File: src/include/cdpic_consts.svh
// register offsets, field positions and reset values of the dual interrupt controller
`ifndef CDPIC_CONSTS_SVH
`define CDPIC_CONSTS_SVH
`define CDPIC_OFS_XBCFG 8'h00
`define CDPIC_OFS_LVL 8'h04
`define CDPIC_OFS_MASK 8'h08
`define CDPIC_OFS_STEER 8'h0c
`define CDPIC_OFS_MCFG 8'h10
`define CDPIC_OFS_SCFG 8'h14
`define CDPIC_OFS_IRR 8'h18
`define CDPIC_OFS_ISR 8'h1c
`define CDPIC_OFS_EOI 8'h20
`define CDPIC_OFS_ISTAT 8'h24
`define CDPIC_OFS_ICLR 8'h28
`define CDPIC_OFS_IEN 8'h2c
`define CDPIC_BIT_APIC 0
`define CDPIC_BIT_MOUSE 4
`define CDPIC_BIT_AEOI 0
`define CDPIC_BIT_SFNM 1
`define CDPIC_BIT_STEN 7
`define CDPIC_LVL_WMASK 16'hdff8
`define CDPIC_EXT_MASK 16'hcffa
`define CDPIC_STEER_OK 16'hdef8
`define CDPIC_RST_MASK 16'hffff
`define CDPIC_RST_MCFG 8'h08
`define CDPIC_RST_SCFG 8'h70
`define CDPIC_CASC_LINE 3'h2
`define CDPIC_SPUR_ID 3'h7
`define CDPIC_EV_ACK 0
`define CDPIC_EV_SPUR 1
`define CDPIC_EV_SLV 2
`endif

File: src/include/cdpic_pkg.sv
// types and shared helpers of the dual interrupt controller
package cdpic_pkg;
    typedef logic [7:0] cdpic_line8_t;
    typedef logic [3:0] cdpic_hit_t;
    // lowest set bit: {found, index}; lowest index wins priority
    function automatic cdpic_hit_t cdpic_lowest(input cdpic_line8_t v);
        cdpic_hit_t r;
        r = 4'h0;
        for (int i = 7; i >= 0; i--)
        begin
            if (v[i])
                r = {1'b1, 3'(i)};
        end
        return r;
    endfunction
endpackage

File: src/include/cdpic_core_if.sv
// link between the controller top and one priority core
`timescale 1ns/1ps
`default_nettype none
interface cdpic_core_if;
    logic [7:0] req;
    logic [7:0] lvl;
    logic [7:0] mask;
    logic aeoi;
    logic sfnm;
    logic ack;
    logic eoi;
    logic intOut;
    logic [2:0] vecId;
    logic [7:0] irr;
    logic [7:0] isr;
    modport core (input req, lvl, mask, aeoi, sfnm, ack, eoi,
                  output intOut, vecId, irr, isr);
    modport ctl (output req, lvl, mask, aeoi, sfnm, ack, eoi,
                 input intOut, vecId, irr, isr);
endinterface
`default_nettype wire

File: src/hdl/cdpic_core.sv
// one eight-line priority core with request, in-service and nesting logic
`timescale 1ns/1ps
`default_nettype none
module cdpic_core
    import cdpic_pkg::*;
(
    input wire logic clock,
    input wire logic rstSync,
    cdpic_core_if.core bus
);
    logic [7:0] prevReq;
    logic [7:0] irr;
    logic [7:0] isr;
    logic [7:0] pend;
    cdpic_hit_t pHit;
    cdpic_hit_t sHit;

    // lower index ranks higher; in-service blocks lower levels, and equal ones unless sfnm is set
    assign pend = irr & ~bus.mask;
    assign pHit = cdpic_lowest(pend);
    assign sHit = cdpic_lowest(isr);
    assign bus.intOut = pHit[3] && (!sHit[3] || pHit[2:0] < sHit[2:0]
                        || (bus.sfnm && pHit[2:0] == sHit[2:0]));
    assign bus.vecId = pHit[2:0];
    assign bus.irr = irr;
    assign bus.isr = isr;

    // request latch: edge mode sets on a rise, level mode follows the line
    always_ff @(posedge clock or negedge rstSync)
    begin
        if (!rstSync)
        begin
            prevReq <= 8'h00;
            irr <= 8'h00;
        end
        else
        begin
            prevReq <= bus.req;
            for (int i = 0; i < 8; i++)
            begin
                if (bus.lvl[i])
                    irr[i] <= bus.req[i];
                else if (bus.req[i] && !prevReq[i])
                    irr[i] <= 1'b1; // a new edge beats the ack clear
                else if (bus.ack && bus.vecId == 3'(i))
                    irr[i] <= 1'b0;
            end
        end
    end

    // in-service: set on ack unless auto-eoi, non-specific eoi clears the top one
    always_ff @(posedge clock or negedge rstSync)
    begin
        if (!rstSync)
            isr <= 8'h00;
        else
        begin
            for (int i = 0; i < 8; i++)
            begin
                if (bus.ack && !bus.aeoi && bus.vecId == 3'(i))
                    isr[i] <= 1'b1;
                else if (bus.eoi && sHit[3] && sHit[2:0] == 3'(i))
                    isr[i] <= 1'b0;
            end
        end
    end

    prio_low_a: assert property (@(posedge clock) disable iff (!rstSync)
        pend[0] |-> bus.vecId == 3'h0)
        else $error("line 0 pending but not chosen");
endmodule
`default_nettype wire

File: src/hdl/cdpic_top.sv
// cascaded dual interrupt controller with pci steering and apb registers
//
// Functional notes
// - two cores: master lines 7-0, slave 15-8
// - first core master, second core slave
// - master line 2 carries slave cascade only
// - thirteen external lines plus three internal lines
// - line 0 driven by timer counter 0
// - line 0 external only with apic enabled
// - line 13 from internal coprocessor error
// - line 1 always edge triggered
// - lines 15,14,12-3 edge or level programmable
// - four pci lines steer to eleven lines
// - cores configured independently, own modes
// - reset: edge, normal eoi, nesting off, cascade
// - mouse select bit 4 sources line 12
`timescale 1ns/1ps
`default_nettype none
`include "cdpic_consts.svh"
module cdpic_top
    import cdpic_pkg::*;
(
    input wire logic clock,
    input wire logic rst_n,
    input wire logic psel,
    input wire logic penable,
    input wire logic pwrite,
    input wire logic [7:0] paddr,
    input wire logic [31:0] pwdata,
    output logic [31:0] prdata,
    output logic pready,
    output logic pslverr,
    input wire logic [15:0] extIrq,
    input wire logic [3:0] pciIrqN,
    input wire logic timerIrq,
    input wire logic fpuErrIrq,
    input wire logic mouseIrq,
    output logic intr,
    input wire logic inta,
    output logic [7:0] vector,
    output logic vectorValid,
    output logic irq
);
    logic [1:0] rstPipe;
    logic rstSync;
    logic [7:0] busChipSelectConfig;
    logic [15:0] levelSel;
    logic [15:0] irqMask;
    logic [31:0] steerCfg;
    logic [7:0] mstCfg;
    logic [7:0] slvCfg;
    logic [2:0] intStat;
    logic [2:0] intEn;
    logic [15:0] steerHit;
    logic [15:0] lineReq;
    logic [2:0] events;
    logic apicEn;
    logic mouseSel;
    logic wrEn;
    logic rdEn;
    logic mapped;
    logic mstAck;
    logic slvAck;
    logic [31:0] next_prdata;

    cdpic_core_if mstIf ();
    cdpic_core_if slvIf ();

    // reset released through two flops so every core leaves reset on one edge
    always_ff @(posedge clock or negedge rst_n)
    begin
        if (!rst_n)
            rstPipe <= 2'h0;
        else
            rstPipe <= {rstPipe[0], 1'b1};
    end
    assign rstSync = rstPipe[1];

    // apb decode: zero wait states, unmapped offsets answer with pslverr
    assign pready = 1'b1;
    assign wrEn = psel && penable && pwrite;
    assign rdEn = psel && !penable && !pwrite;
    always_comb
    begin
        case (paddr)
            `CDPIC_OFS_XBCFG, `CDPIC_OFS_LVL, `CDPIC_OFS_MASK, `CDPIC_OFS_STEER,
            `CDPIC_OFS_MCFG, `CDPIC_OFS_SCFG, `CDPIC_OFS_IRR, `CDPIC_OFS_ISR,
            `CDPIC_OFS_EOI, `CDPIC_OFS_ISTAT, `CDPIC_OFS_ICLR, `CDPIC_OFS_IEN:
                mapped = 1'b1;
            default:
                mapped = 1'b0;
        endcase
    end
    assign pslverr = psel && penable && !mapped;
    assign apicEn = busChipSelectConfig[`CDPIC_BIT_APIC];
    assign mouseSel = busChipSelectConfig[`CDPIC_BIT_MOUSE];

    // system configuration: apic enable and mouse line select
    always_ff @(posedge clock or negedge rstSync)
    begin
        if (!rstSync)
            busChipSelectConfig <= 8'h00;
        else if (wrEn && paddr == `CDPIC_OFS_XBCFG)
            busChipSelectConfig <= pwdata[7:0] & 8'h11;
    end

    // trigger sense: lines 0,1,2,13 stay edge whatever software writes
    always_ff @(posedge clock or negedge rstSync)
    begin
        if (!rstSync)
            levelSel <= 16'h0000; // all edge after reset
        else if (wrEn && paddr == `CDPIC_OFS_LVL)
            levelSel <= pwdata[15:0] & `CDPIC_LVL_WMASK;
    end

    // line masks; everything masked until software opens lines
    always_ff @(posedge clock or negedge rstSync)
    begin
        if (!rstSync)
            irqMask <= `CDPIC_RST_MASK;
        else if (wrEn && paddr == `CDPIC_OFS_MASK)
            irqMask <= pwdata[15:0];
    end

    // steering: one byte per pci line, enable in bit 7, target in bits 3:0
    always_ff @(posedge clock or negedge rstSync)
    begin
        if (!rstSync)
            steerCfg <= 32'h00000000;
        else if (wrEn && paddr == `CDPIC_OFS_STEER)
            steerCfg <= pwdata & 32'h8f8f8f8f;
    end

    // per-core mode words, written separately so the cores may differ
    always_ff @(posedge clock or negedge rstSync)
    begin
        if (!rstSync)
        begin
            mstCfg <= `CDPIC_RST_MCFG; // normal eoi, nesting off
            slvCfg <= `CDPIC_RST_SCFG;
        end
        else
        begin
            if (wrEn && paddr == `CDPIC_OFS_MCFG)
                mstCfg <= pwdata[7:0] & 8'hfb;
            if (wrEn && paddr == `CDPIC_OFS_SCFG)
                slvCfg <= pwdata[7:0] & 8'hfb;
        end
    end

    // steering decode; targets outside the allowed eleven never hit
    always_comb
    begin
        steerHit = 16'h0000;
        for (int i = 0; i < 4; i++)
        begin
            if (steerCfg[8 * i + `CDPIC_BIT_STEN] && !pciIrqN[i])
                steerHit[steerCfg[8 * i +: 4]] = 1'b1;
        end
        steerHit = steerHit & `CDPIC_STEER_OK;
    end

    // line sources: external pins, steering and the internal functions
    always_comb
    begin
        lineReq = (extIrq & `CDPIC_EXT_MASK) | steerHit;
        lineReq[0] = apicEn ? extIrq[0] : timerIrq;
        lineReq[2] = slvIf.intOut; // cascade input only
        lineReq[12] = (mouseSel ? mouseIrq : extIrq[12]) | steerHit[12];
        lineReq[13] = fpuErrIrq; // internal only
    end

    // master takes lines 7-0, slave 15-8
    assign mstIf.req = lineReq[7:0];
    assign slvIf.req = lineReq[15:8];
    assign mstIf.lvl = levelSel[7:0];
    assign slvIf.lvl = levelSel[15:8];
    assign mstIf.mask = irqMask[7:0];
    assign slvIf.mask = irqMask[15:8];
    assign mstIf.aeoi = mstCfg[`CDPIC_BIT_AEOI];
    assign slvIf.aeoi = slvCfg[`CDPIC_BIT_AEOI];
    assign mstIf.sfnm = mstCfg[`CDPIC_BIT_SFNM];
    assign slvIf.sfnm = slvCfg[`CDPIC_BIT_SFNM];
    assign mstIf.eoi = wrEn && paddr == `CDPIC_OFS_EOI && pwdata[0];
    assign slvIf.eoi = wrEn && paddr == `CDPIC_OFS_EOI && pwdata[1];

    // acknowledge: slave answers when the master picked its cascade line
    assign mstAck = inta && mstIf.intOut;
    assign slvAck = mstAck && mstIf.vecId == `CDPIC_CASC_LINE;
    assign mstIf.ack = mstAck;
    assign slvIf.ack = slvAck;
    assign intr = mstIf.intOut;

    cdpic_core u_master (
        .clock(clock),
        .rstSync(rstSync),
        .bus(mstIf)
    );

    cdpic_core u_slave (
        .clock(clock),
        .rstSync(rstSync),
        .bus(slvIf)
    );

    // vector capture; a vanished request gives the spurious code of the core
    always_ff @(posedge clock or negedge rstSync)
    begin
        if (!rstSync)
        begin
            vector <= 8'h00;
            vectorValid <= 1'b0;
        end
        else
        begin
            vectorValid <= inta;
            if (inta)
            begin
                if (!mstIf.intOut)
                    vector <= {mstCfg[7:3], `CDPIC_SPUR_ID};
                else if (slvAck && slvIf.intOut)
                    vector <= {slvCfg[7:3], slvIf.vecId};
                else if (slvAck)
                    vector <= {slvCfg[7:3], `CDPIC_SPUR_ID};
                else
                    vector <= {mstCfg[7:3], mstIf.vecId};
            end
        end
    end

    // status events raised by the acknowledge cycle
    always_comb
    begin
        events = 3'h0;
        events[`CDPIC_EV_ACK] = mstAck;
        events[`CDPIC_EV_SPUR] = inta && (!mstIf.intOut || (slvAck && !slvIf.intOut));
        events[`CDPIC_EV_SLV] = slvAck;
    end

    // sticky status: an event in the clearing cycle survives the clear
    always_ff @(posedge clock or negedge rstSync)
    begin
        if (!rstSync)
        begin
            intStat <= 3'h0;
            intEn <= 3'h0;
        end
        else
        begin
            if (wrEn && paddr == `CDPIC_OFS_ICLR)
                intStat <= (intStat & ~pwdata[2:0]) | events;
            else
                intStat <= intStat | events;
            if (wrEn && paddr == `CDPIC_OFS_IEN)
                intEn <= pwdata[2:0];
        end
    end
    assign irq = |(intStat & intEn);

    // read mux; sampled in setup so prdata comes from a flop in access
    always_comb
    begin
        case (paddr)
            `CDPIC_OFS_XBCFG: next_prdata = {24'h000000, busChipSelectConfig};
            `CDPIC_OFS_LVL: next_prdata = {16'h0000, levelSel};
            `CDPIC_OFS_MASK: next_prdata = {16'h0000, irqMask};
            `CDPIC_OFS_STEER: next_prdata = steerCfg;
            `CDPIC_OFS_MCFG: next_prdata = {24'h000000, mstCfg};
            `CDPIC_OFS_SCFG: next_prdata = {24'h000000, slvCfg};
            `CDPIC_OFS_IRR: next_prdata = {16'h0000, slvIf.irr, mstIf.irr};
            `CDPIC_OFS_ISR: next_prdata = {16'h0000, slvIf.isr, mstIf.isr};
            `CDPIC_OFS_ISTAT: next_prdata = {29'h00000000, intStat};
            `CDPIC_OFS_IEN: next_prdata = {29'h00000000, intEn};
            default: next_prdata = 32'h00000000;
        endcase
    end

    always_ff @(posedge clock or negedge rstSync)
    begin
        if (!rstSync)
            prdata <= 32'h00000000;
        else if (rdEn)
            prdata <= next_prdata;
    end

    // checks and coverage
    line0_timer_a: assert property (@(posedge clock) disable iff (!rstSync)
        !apicEn |-> mstIf.req[0] == timerIrq)
        else $error("line 0 not fed by timer");

    line0_apic_a: assert property (@(posedge clock) disable iff (!rstSync)
        apicEn |-> mstIf.req[0] == extIrq[0])
        else $error("line 0 not external with apic on");

    cascade_in_a: assert property (@(posedge clock) disable iff (!rstSync)
        $rose(slvIf.intOut) && !mstIf.irr[2] && !mstIf.lvl[2] |=> mstIf.irr[2])
        else $error("slave request not latched at master line 2");

    fpu_line_a: assert property (@(posedge clock) disable iff (!rstSync)
        $rose(fpuErrIrq) |=> slvIf.irr[5])
        else $error("coprocessor error not seen on line 13");

    edge_fixed_a: assert property (@(posedge clock) disable iff (!rstSync)
        levelSel[2:0] == 3'h0 && !levelSel[13])
        else $error("fixed edge line became level");

    level_prog_a: assert property (@(posedge clock) disable iff (!rstSync)
        wrEn && paddr == `CDPIC_OFS_LVL |=> levelSel == ($past(pwdata[15:0]) & 16'hdff8))
        else $error("trigger sense write lost");

    steer_bad_a: assert property (@(posedge clock) disable iff (!rstSync)
        (steerHit & ~16'hdef8) == 16'h0000)
        else $error("pci line steered to forbidden line");

    mouse_src_a: assert property (@(posedge clock) disable iff (!rstSync)
        mouseSel && !steerHit[12] |-> slvIf.req[4] == mouseIrq)
        else $error("line 12 not from mouse logic");

    cfg_indep_a: assert property (@(posedge clock) disable iff (!rstSync)
        wrEn && paddr == `CDPIC_OFS_MCFG |=> $stable(slvCfg))
        else $error("master mode write touched slave");

    reset_dflt_a: assert property (@(posedge clock)
        $rose(rstSync) |-> levelSel == 16'h0000 && !mstCfg[0] && !slvCfg[1])
        else $error("reset defaults wrong");

    slave_vec_a: assert property (@(posedge clock) disable iff (!rstSync)
        slvAck && slvIf.intOut |=> vectorValid && vector[7:3] == $past(slvCfg[7:3]))
        else $error("cascade ack not answered by slave vector");

    casc_rank_a: assert property (@(posedge clock) disable iff (!rstSync)
        mstIf.intOut && mstIf.irr[1] && !mstIf.mask[1] && !mstIf.isr[1]
        && !mstIf.isr[0] |-> mstIf.vecId <= 3'h1)
        else $error("slave group outranked line 1");

    slave_ack_c: cover property (@(posedge clock) disable iff (!rstSync)
        slvAck ##1 vectorValid);
    spurious_c: cover property (@(posedge clock) disable iff (!rstSync)
        events[`CDPIC_EV_SPUR]);
    steer_hit_c: cover property (@(posedge clock) disable iff (!rstSync)
        |steerHit ##1 intr);
    level_line_c: cover property (@(posedge clock) disable iff (!rstSync)
        |(levelSel & lineReq) ##1 irq);
endmodule
`default_nettype wire

File: config.mk
export PLATFORM = sky130hd
export DESIGN_NAME = cdpic_top
export DESIGN_NICKNAME = d
export VERILOG_FILES = /design/src/include/cdpic_pkg.sv /design/src/include/cdpic_core_if.sv /design/src/hdl/cdpic_core.sv /design/src/hdl/cdpic_top.sv
export VERILOG_INCLUDE_DIRS = /design/src /design/src/include
export SDC_FILE = /design/constraint.sdc
export NUM_CORES = 1
export LEC_CHECK = 0
export ABC_AREA = 0
export BUFFER_PORTS_ARGS = -buffer_cell sky130_fd_sc_hd__buf_2
export CORE_AREA = 2 2 161 178
export CTS_CLUSTER_SIZE = 14
export DETAILED_ROUTE_END_ITERATION = 12
export DIE_AREA = 0 0 163 180
export PLACE_DENSITY_LB_ADDON = 0.08
export REMOVE_ABC_BUFFERS = 1
export SYNTH_ARGS = -nofsm -noshare
export SYNTH_HDL_FRONTEND = slang
export SYNTH_SLANG_ARGS = --single-unit
File: constraint.sdc
create_clock -name clock -period 9.5 [get_ports clock]
set_input_delay 0.95 -clock clock [delete_from_list [all_inputs] [get_ports clock]]
set_output_delay 0.95 -clock clock [all_outputs]
set_load 0.03 [all_outputs]
After elaboration in Yosys (flattened, before gate mapping)
Cells that the tools add are included.

word-level totals
  output and inout bits = 45
  flip-flop bits (word level) = 161
  memory bits (read-only) = 0
  memories = 0
  bits in writable memories = 0
  word-level logic and storage cells = 412
  input bits = 69
  latch bits = 0

operators by class
  multiply operators = 0
  div/mod/pow operators = 0
  shift operators = 0
  order comparisons = 10
  reductions and logical operators = 173
  mux-type cells = 128
  add/subtract/negate cells = 0
  bitwise operators = 14
  equal/unequal tests = 41

operators with widths
  cell                                                               count
  case mux 32 bit (10 select lines)                                  1
  two-way mux 4 bit                                                  32
  logical AND 1 bit                                                  100
  two-way mux 1 bit                                                  83
  two-way mux 16 bit                                                 4
  bitwise OR 16 bit                                                  4
  == test 3 bit, second input constant                               16
  nonzero test 2 bit                                                 20
  nonzero test 3 bit                                                 12
  == test 8 x 5 -> 1 bit, second input constant                      4
  == test 8 x 6 -> 1 bit, second input constant                      4
  zero test 1 bit                                                    29
  == test 3 x 2 -> 1 bit, second input constant                      8
  two-way mux 8 bit                                                  3
  < comparator 4 x 5 -> 1 bit, second input constant                 4
  bitwise AND 8 bit                                                  2
  demux 1 bit (select 4 bit)                                         4
  == test 8 x 4 -> 1 bit, second input constant                      2
  greater-or-equal comparator 4 x 1 -> 1 bit, second input constant  4
  NOT 8 bit                                                          2
  == test 3 x 1 -> 1 bit, second input constant                      4
  zero test 3 bit                                                    4
  OR reduction 12 bit                                                1
  == test 8 x 3 -> 1 bit, second input constant                      1
  other kinds (10)                                                   18

Longest topological paths before layout
  word-level depth = 21
  mapped depth = 13
  mapped depth without buffers = 11

Cells and area by module
Synthesis repeated with hierarchy kept, for this count alone.

second synthesis, totals
  cell total of the unflattened synthesis = 777
  area total of the unflattened synthesis = 8308.0 µm²

modules (own cells, without submodules)
  module                 instances  sequential area each (µm²)  cells an instance  area an instance (µm²)
  cdpic_top              1          2702.6                      496                5621.6
  cdpic_core (u_slave)   1          600.6                       140                1352.5
  cdpic_core (u_master)  1          600.6                       141                1333.8

Least setup slack after synthesis
OpenSTA, ideal clock, no wires.

  kind = register to output
  start point = register irqMask[3]
  end point = output intr
  data arrival time = 2.797 ns
  path slack = 5.753 ns
  stages on the path, launching flop included = 11
  path buffers = 2
  data required time = 8.550 ns
  cell sequence = dfstp_2 nor2b_1 a311oi_1 a2bb2oi_1 ha_1 nor2b_1 o21a_1 o221a_2 buf_2 clkbuf_1 a21oi_1

on the way
  word-level cells in the longest chain between the ends = 10
  elaborated cells between the ends (all ways) = 12
  classes of those cells = order compare: 1; eq/ne: 1; mux: 4; bitwise: 2; reduce/logical: 4

RTL lines
  what                                                          RTL line                            text
  from (decl)                                                   cdpic_top.sv:48                     logic [15:0] irqMask;
  from (signal assigned)                                        cdpic_top.sv:120                    irqMask <= `CDPIC_RST_MASK;
  from (signal assigned)                                        cdpic_top.sv:122                    irqMask <= pwdata[15:0];
  NOT 8 bit *                                                   cdpic_core.sv:19                    assign pend = irr & ~bus.mask;
  bitwise AND 8 bit *                                           cdpic_core.sv:19
  two-way mux 4 bit * (4 in a row)                              cdpic_pkg.sv:11                     if (v[i])
  < comparator 3 bit / == test 3 bit (equally long branches)    cdpic_core.sv:22, cdpic_core.sv:23
  logical OR 1 bit / logical AND 1 bit (equally long branches)  cdpic_core.sv:22, cdpic_core.sv:23
  logical OR 1 bit                                              cdpic_core.sv:23                    || (bus.sfnm && pHit[2:0] == sHit[2:0]));
  logical AND 1 bit *                                           cdpic_core.sv:22                    assign bus.intOut = pHit[3] && (!sHit[3] || pHit[2:0] < sHit[2:0]
  to (decl)                                                     cdpic_top.sv:38                     output logic intr,

Every way passes the cells marked *; elsewhere a longest branch is shown, timed or not.

Final worst setup path
  start point = register irqMask[2]
  end point = output intr

on the way
  word-level cells in the longest chain between the ends = 9
  elaborated cells between the ends (all ways) = 11
  classes of those cells = order compare: 1; eq/ne: 1; mux: 3; bitwise: 2; reduce/logical: 4

RTL lines
  what                                                          RTL line
  NOT 8 bit *                                                   cdpic_core.sv:19
  bitwise AND 8 bit *                                           cdpic_core.sv:19
  two-way mux 4 bit * (3 in a row)                              cdpic_pkg.sv:11
  < comparator 3 bit / == test 3 bit (equally long branches)    cdpic_core.sv:22, cdpic_core.sv:23
  logical OR 1 bit / logical AND 1 bit (equally long branches)  cdpic_core.sv:22, cdpic_core.sv:23
  logical OR 1 bit                                              cdpic_core.sv:23
  logical AND 1 bit *                                           cdpic_core.sv:22

Marks and branches as above.

==> results.txt <==
The total negative setup slack is 0 ns. The number of vias in the routed layout is 6758. The area growth from synthesis to layout came out at 17.5%. STA puts the critical path data arrival time at 3.64 ns.

The final weighted congestion in routability-driven placement came out at 0.848. The die covers 29300 sq um. The max-capacitance violation count came out at 0. The number of I/O pins is 114. The flow ran to the end, and the final reports show no timing, DRC or antenna violations. The count of hold-fix buffers inserted at cts came out at 0. The post-cts gate resize count is 0. The slew at the pin closest to its max-slew limit is 1.15 ns. For this design the static power due to leakage is 0.00416 uW. The post-CTS setup buffer count came out at 0. At the worst endpoint, the required time is 8.55 ns. Leaving out fill and tap cells, the most frequent cell in the layout is dfrtp_1. The routed length per instance came out at 22.5 microns. The TritonCTS sink count came out at 155. The clock skew is 0.0151 ns. The core region area came out at 27600 sq um. The post-detailed-route via-to-cell ratio is 5.37. The number of distinct library cell variants in the gate-level netlist after synthesis came out at 79. The multi-input combinational cell area came out at 3940 sq um.

In this run the tool buffered the top-level ports with 98 buffer cells. The top cell types in the final layout, fill and taps aside, are 134 x dfrtp_1, 98 x buf_2, 74 x nand2_1, 71 x mux2_2, 56 x nor2_1. In the synthesized netlist the dominant register cell turns out to be dfrtp_1. The share of Yosys cell area claimed by the top area cell type is 0.415. The sequential-to-total area share from yosys stat came out at 0.480.

Setup violations remaining at the end of the flow were counted as 0. The largest fanout of any net on the critical path is 21. In the post-synthesis netlist, the biggest area contributors are dfrtp_1 42%, mux2_2 9.8%, dfstp_2 6.5%. STA classifies the critical path startpoint as a register. The layout has 2881 filler cells. The worst relative slew slack is 0.236. The mean post-synth cell area is 10.2 sq um. Dividing total power by cell area gives a power density of 175 nW/um^2.

The H-tree level count came out at 4. The number of clock buffers inserted by TritonCTS is 17. The largest net degree at the start of global routing is 64. The storage element area is 3910 sq um.

The first detailed-routing pass took 5 iterations. The final standard cell utilization of the core is 0.346. The clock input transition at the sequential cells of the worst setup and hold paths came out at 0.07 ns. The CTS tree is built.

The cell at the root of the clock tree is clkbuf_16. The biggest area consumer among synthesized cells is dfrtp_1. The hold violation count in the final report is 0. The die boundary width came out at 163 microns. In this run, synthesis produced a sequential element count of 155.

The tightest hold margin came out at 0.279 ns. The residual overflow from global routing is 0. The detailed-placement wirelength estimate is 20900 microns. The minimum clock period is 4.59 ns.

Yosys mapped a number of flops with a built-in enable equal to 0. For this configuration, the core starts out at a cell density of 0.295. In the global route stage, overall resource usage came out at 0.200. The number of antenna violations at the first check in global routing is 0. In the finished design, the share of the clock period the worst path needs comes to 0.483. The combined area of all synthesized cells is 8140 sq um. The global-route wire length before repair came out at 43600 microns. The count of nets left with antenna violations once routing finished came out at 0.

The net count of the finished layout came out at 957. The remaining routing DRC violations is 0. The floorplan has 64 rows. The aggregate routed wire length is 28400 microns.

The total of warnings raised by yosys is 0. Timing would allow up to 0.218 GHz. For this block, the initial DRC count from the detailed router was 511.

The post-synthesis async set-or-reset flop share came out at 1.00. Of the cells placed in the final design, the portion with a size suffix greater than 1 is 0.275. The type of the setup path with the least slack is reg2out. In this run the worst hold path is classified as in2async. Counting along the longest clock path gives a buffer depth of 2. From bottom edge to top edge, the die measures 180 microns. The largest voltage drop on the vdd net is 0.0965 mV.

The worst setup path is captured at an output port. The final number of max-transition violations is 0. The via count of the first global-routing pass came out at 6883.

After technology mapping, the gate count stands at 795. Setup repair after global routing left no endpoint under its margin. At the later pin of the worst-skew pair, clock insertion delay measures 0.44 ns.
==> synth_stat cells (all sizes together), types with 4 or more instances <==
cell and instances:
mux2 73, a221oi 15, dfstp 20, nand3 36
and2 5, or4b 5, buf 21, inv 32
nand4 10, nor2b 19, nand2b 23, nor2 56
a31oi 16, a222oi 4, nand4b 4, ha 6
dfrtp 135, nor4b 4, or3 4, a22o 7
nand2 75, a22oi 12, a21oi 21, nor3b 6
a32oi 4, clkbuf 22, a211oi 5, o21ai 36
a32o 11, and3 7, nor4 12, o31ai 9
nor4bb 5, mux2i 4, nor3 13, and4 4
o211ai 4
==> report_power, final <==
group | total [uW] | switching (uW) | internal (uW)
registers | 735 | 41.5 | 693
logic | 229 | 157 | 71.8
clock network | 714 | 317 | 397
total | 1680 | 515 | 1160
==> worst max-delay path, stage by stage, from the launching register on <==
cell	delay (ns)
dfstp_2	0.55
nand2b_1	0.20
nand2_1	0.16
o21ai_0	0.54
inv_1	0.15
ha_1	0.33
nor2b_1	0.13
o21a_1	0.18
o221a_2	0.45
a21oi_1	0.27
buf_2	0.24
==> metal layers <==
metal | global-route usage | up-vias | part of all wire
met5 | 0 | - | 0
met4 | 0.0644 | 0 | 0.021
met3 | 0.0300 | 32 | 0.031
met2 | 0.333 | 153 | 0.50
met1 | 0.267 | 3434 | 0.45
li1 | - | 3139 | -
==> stage by stage <==
stage	instances	worst slack [ns]	power [uW]	cell area, sq um
2_1_floorplan	758	4.90	869	7960
3_3_place_gp	1226	5.09	978	8960
3_5_place_dp	1226	5.07	977	8960
4_1_cts	1258	4.91	1700	9560
5_1_grt	1258	4.64	1750	9560
6_report	1259	4.91	1680	9560
==> final timing paths <==
kind	endpoint	start	slack, ns	cells after the start
worst min register to register	rstPipe[1]	rstPipe[0]	0.35	0
worst min-delay path	rstPipe[1]	rst_n	0.28	1
worst max register to register	u_slave.bus.irr[3]	irqMask[2]	5.73	10
max in group asynchronous	u_slave.bus.isr[4]	rstPipe[1]	7.25	2
worst max-delay path	intr	irqMask[2]	4.91	10
min in group clock	rstPipe[1]	rstPipe[0]	0.35	0
==> cell type report <==
class / count / area share
multi-input combinational: 571 / 0.412
clock buffer: 17 / 0.0445
clock inverter: 15 / 0.0183
inverter: 32 / 0.0126
timing repair buffer: 105 / 0.0568
antenna: 1 / 0.000262
tap: 363 / 0.0475
sequential: 155 / 0.409
==> sequential cells by signal (all words and copies together), names as in the netlist, 3 cells and up <==
| signal | cells |
|---|---|
| u_master.bus.isr | 8 |
| u_slave.prevReq | 8 |
| mstCfg | 7 |
| intStat | 3 |
| slvCfg | 7 |
| intEn | 3 |
| prdata | 26 |
| levelSel | 12 |
| u_slave.bus.irr | 8 |
| u_master.bus.irr | 8 |
| vector | 8 |
| u_slave.bus.isr | 8 |
| steerCfg | 20 |
| irqMask | 16 |
| u_master.prevReq | 8 |
==> cell families (layout without fill, tap and decap cells) <==
group	after synthesis	in the layout	share of synthesized area
AO/OA/AOI/OAI	177	177	0.157
adder cells (fa/ha/maj)	6	6	0.00922
buffers and inverters	75	169	0.0397
flip-flops	155	155	0.480
multiplexers	79	79	0.111
other	2	9	0.000923
AND/OR/NAND/NOR	301	301	0.202
Power figures use the tool's default switching activity.
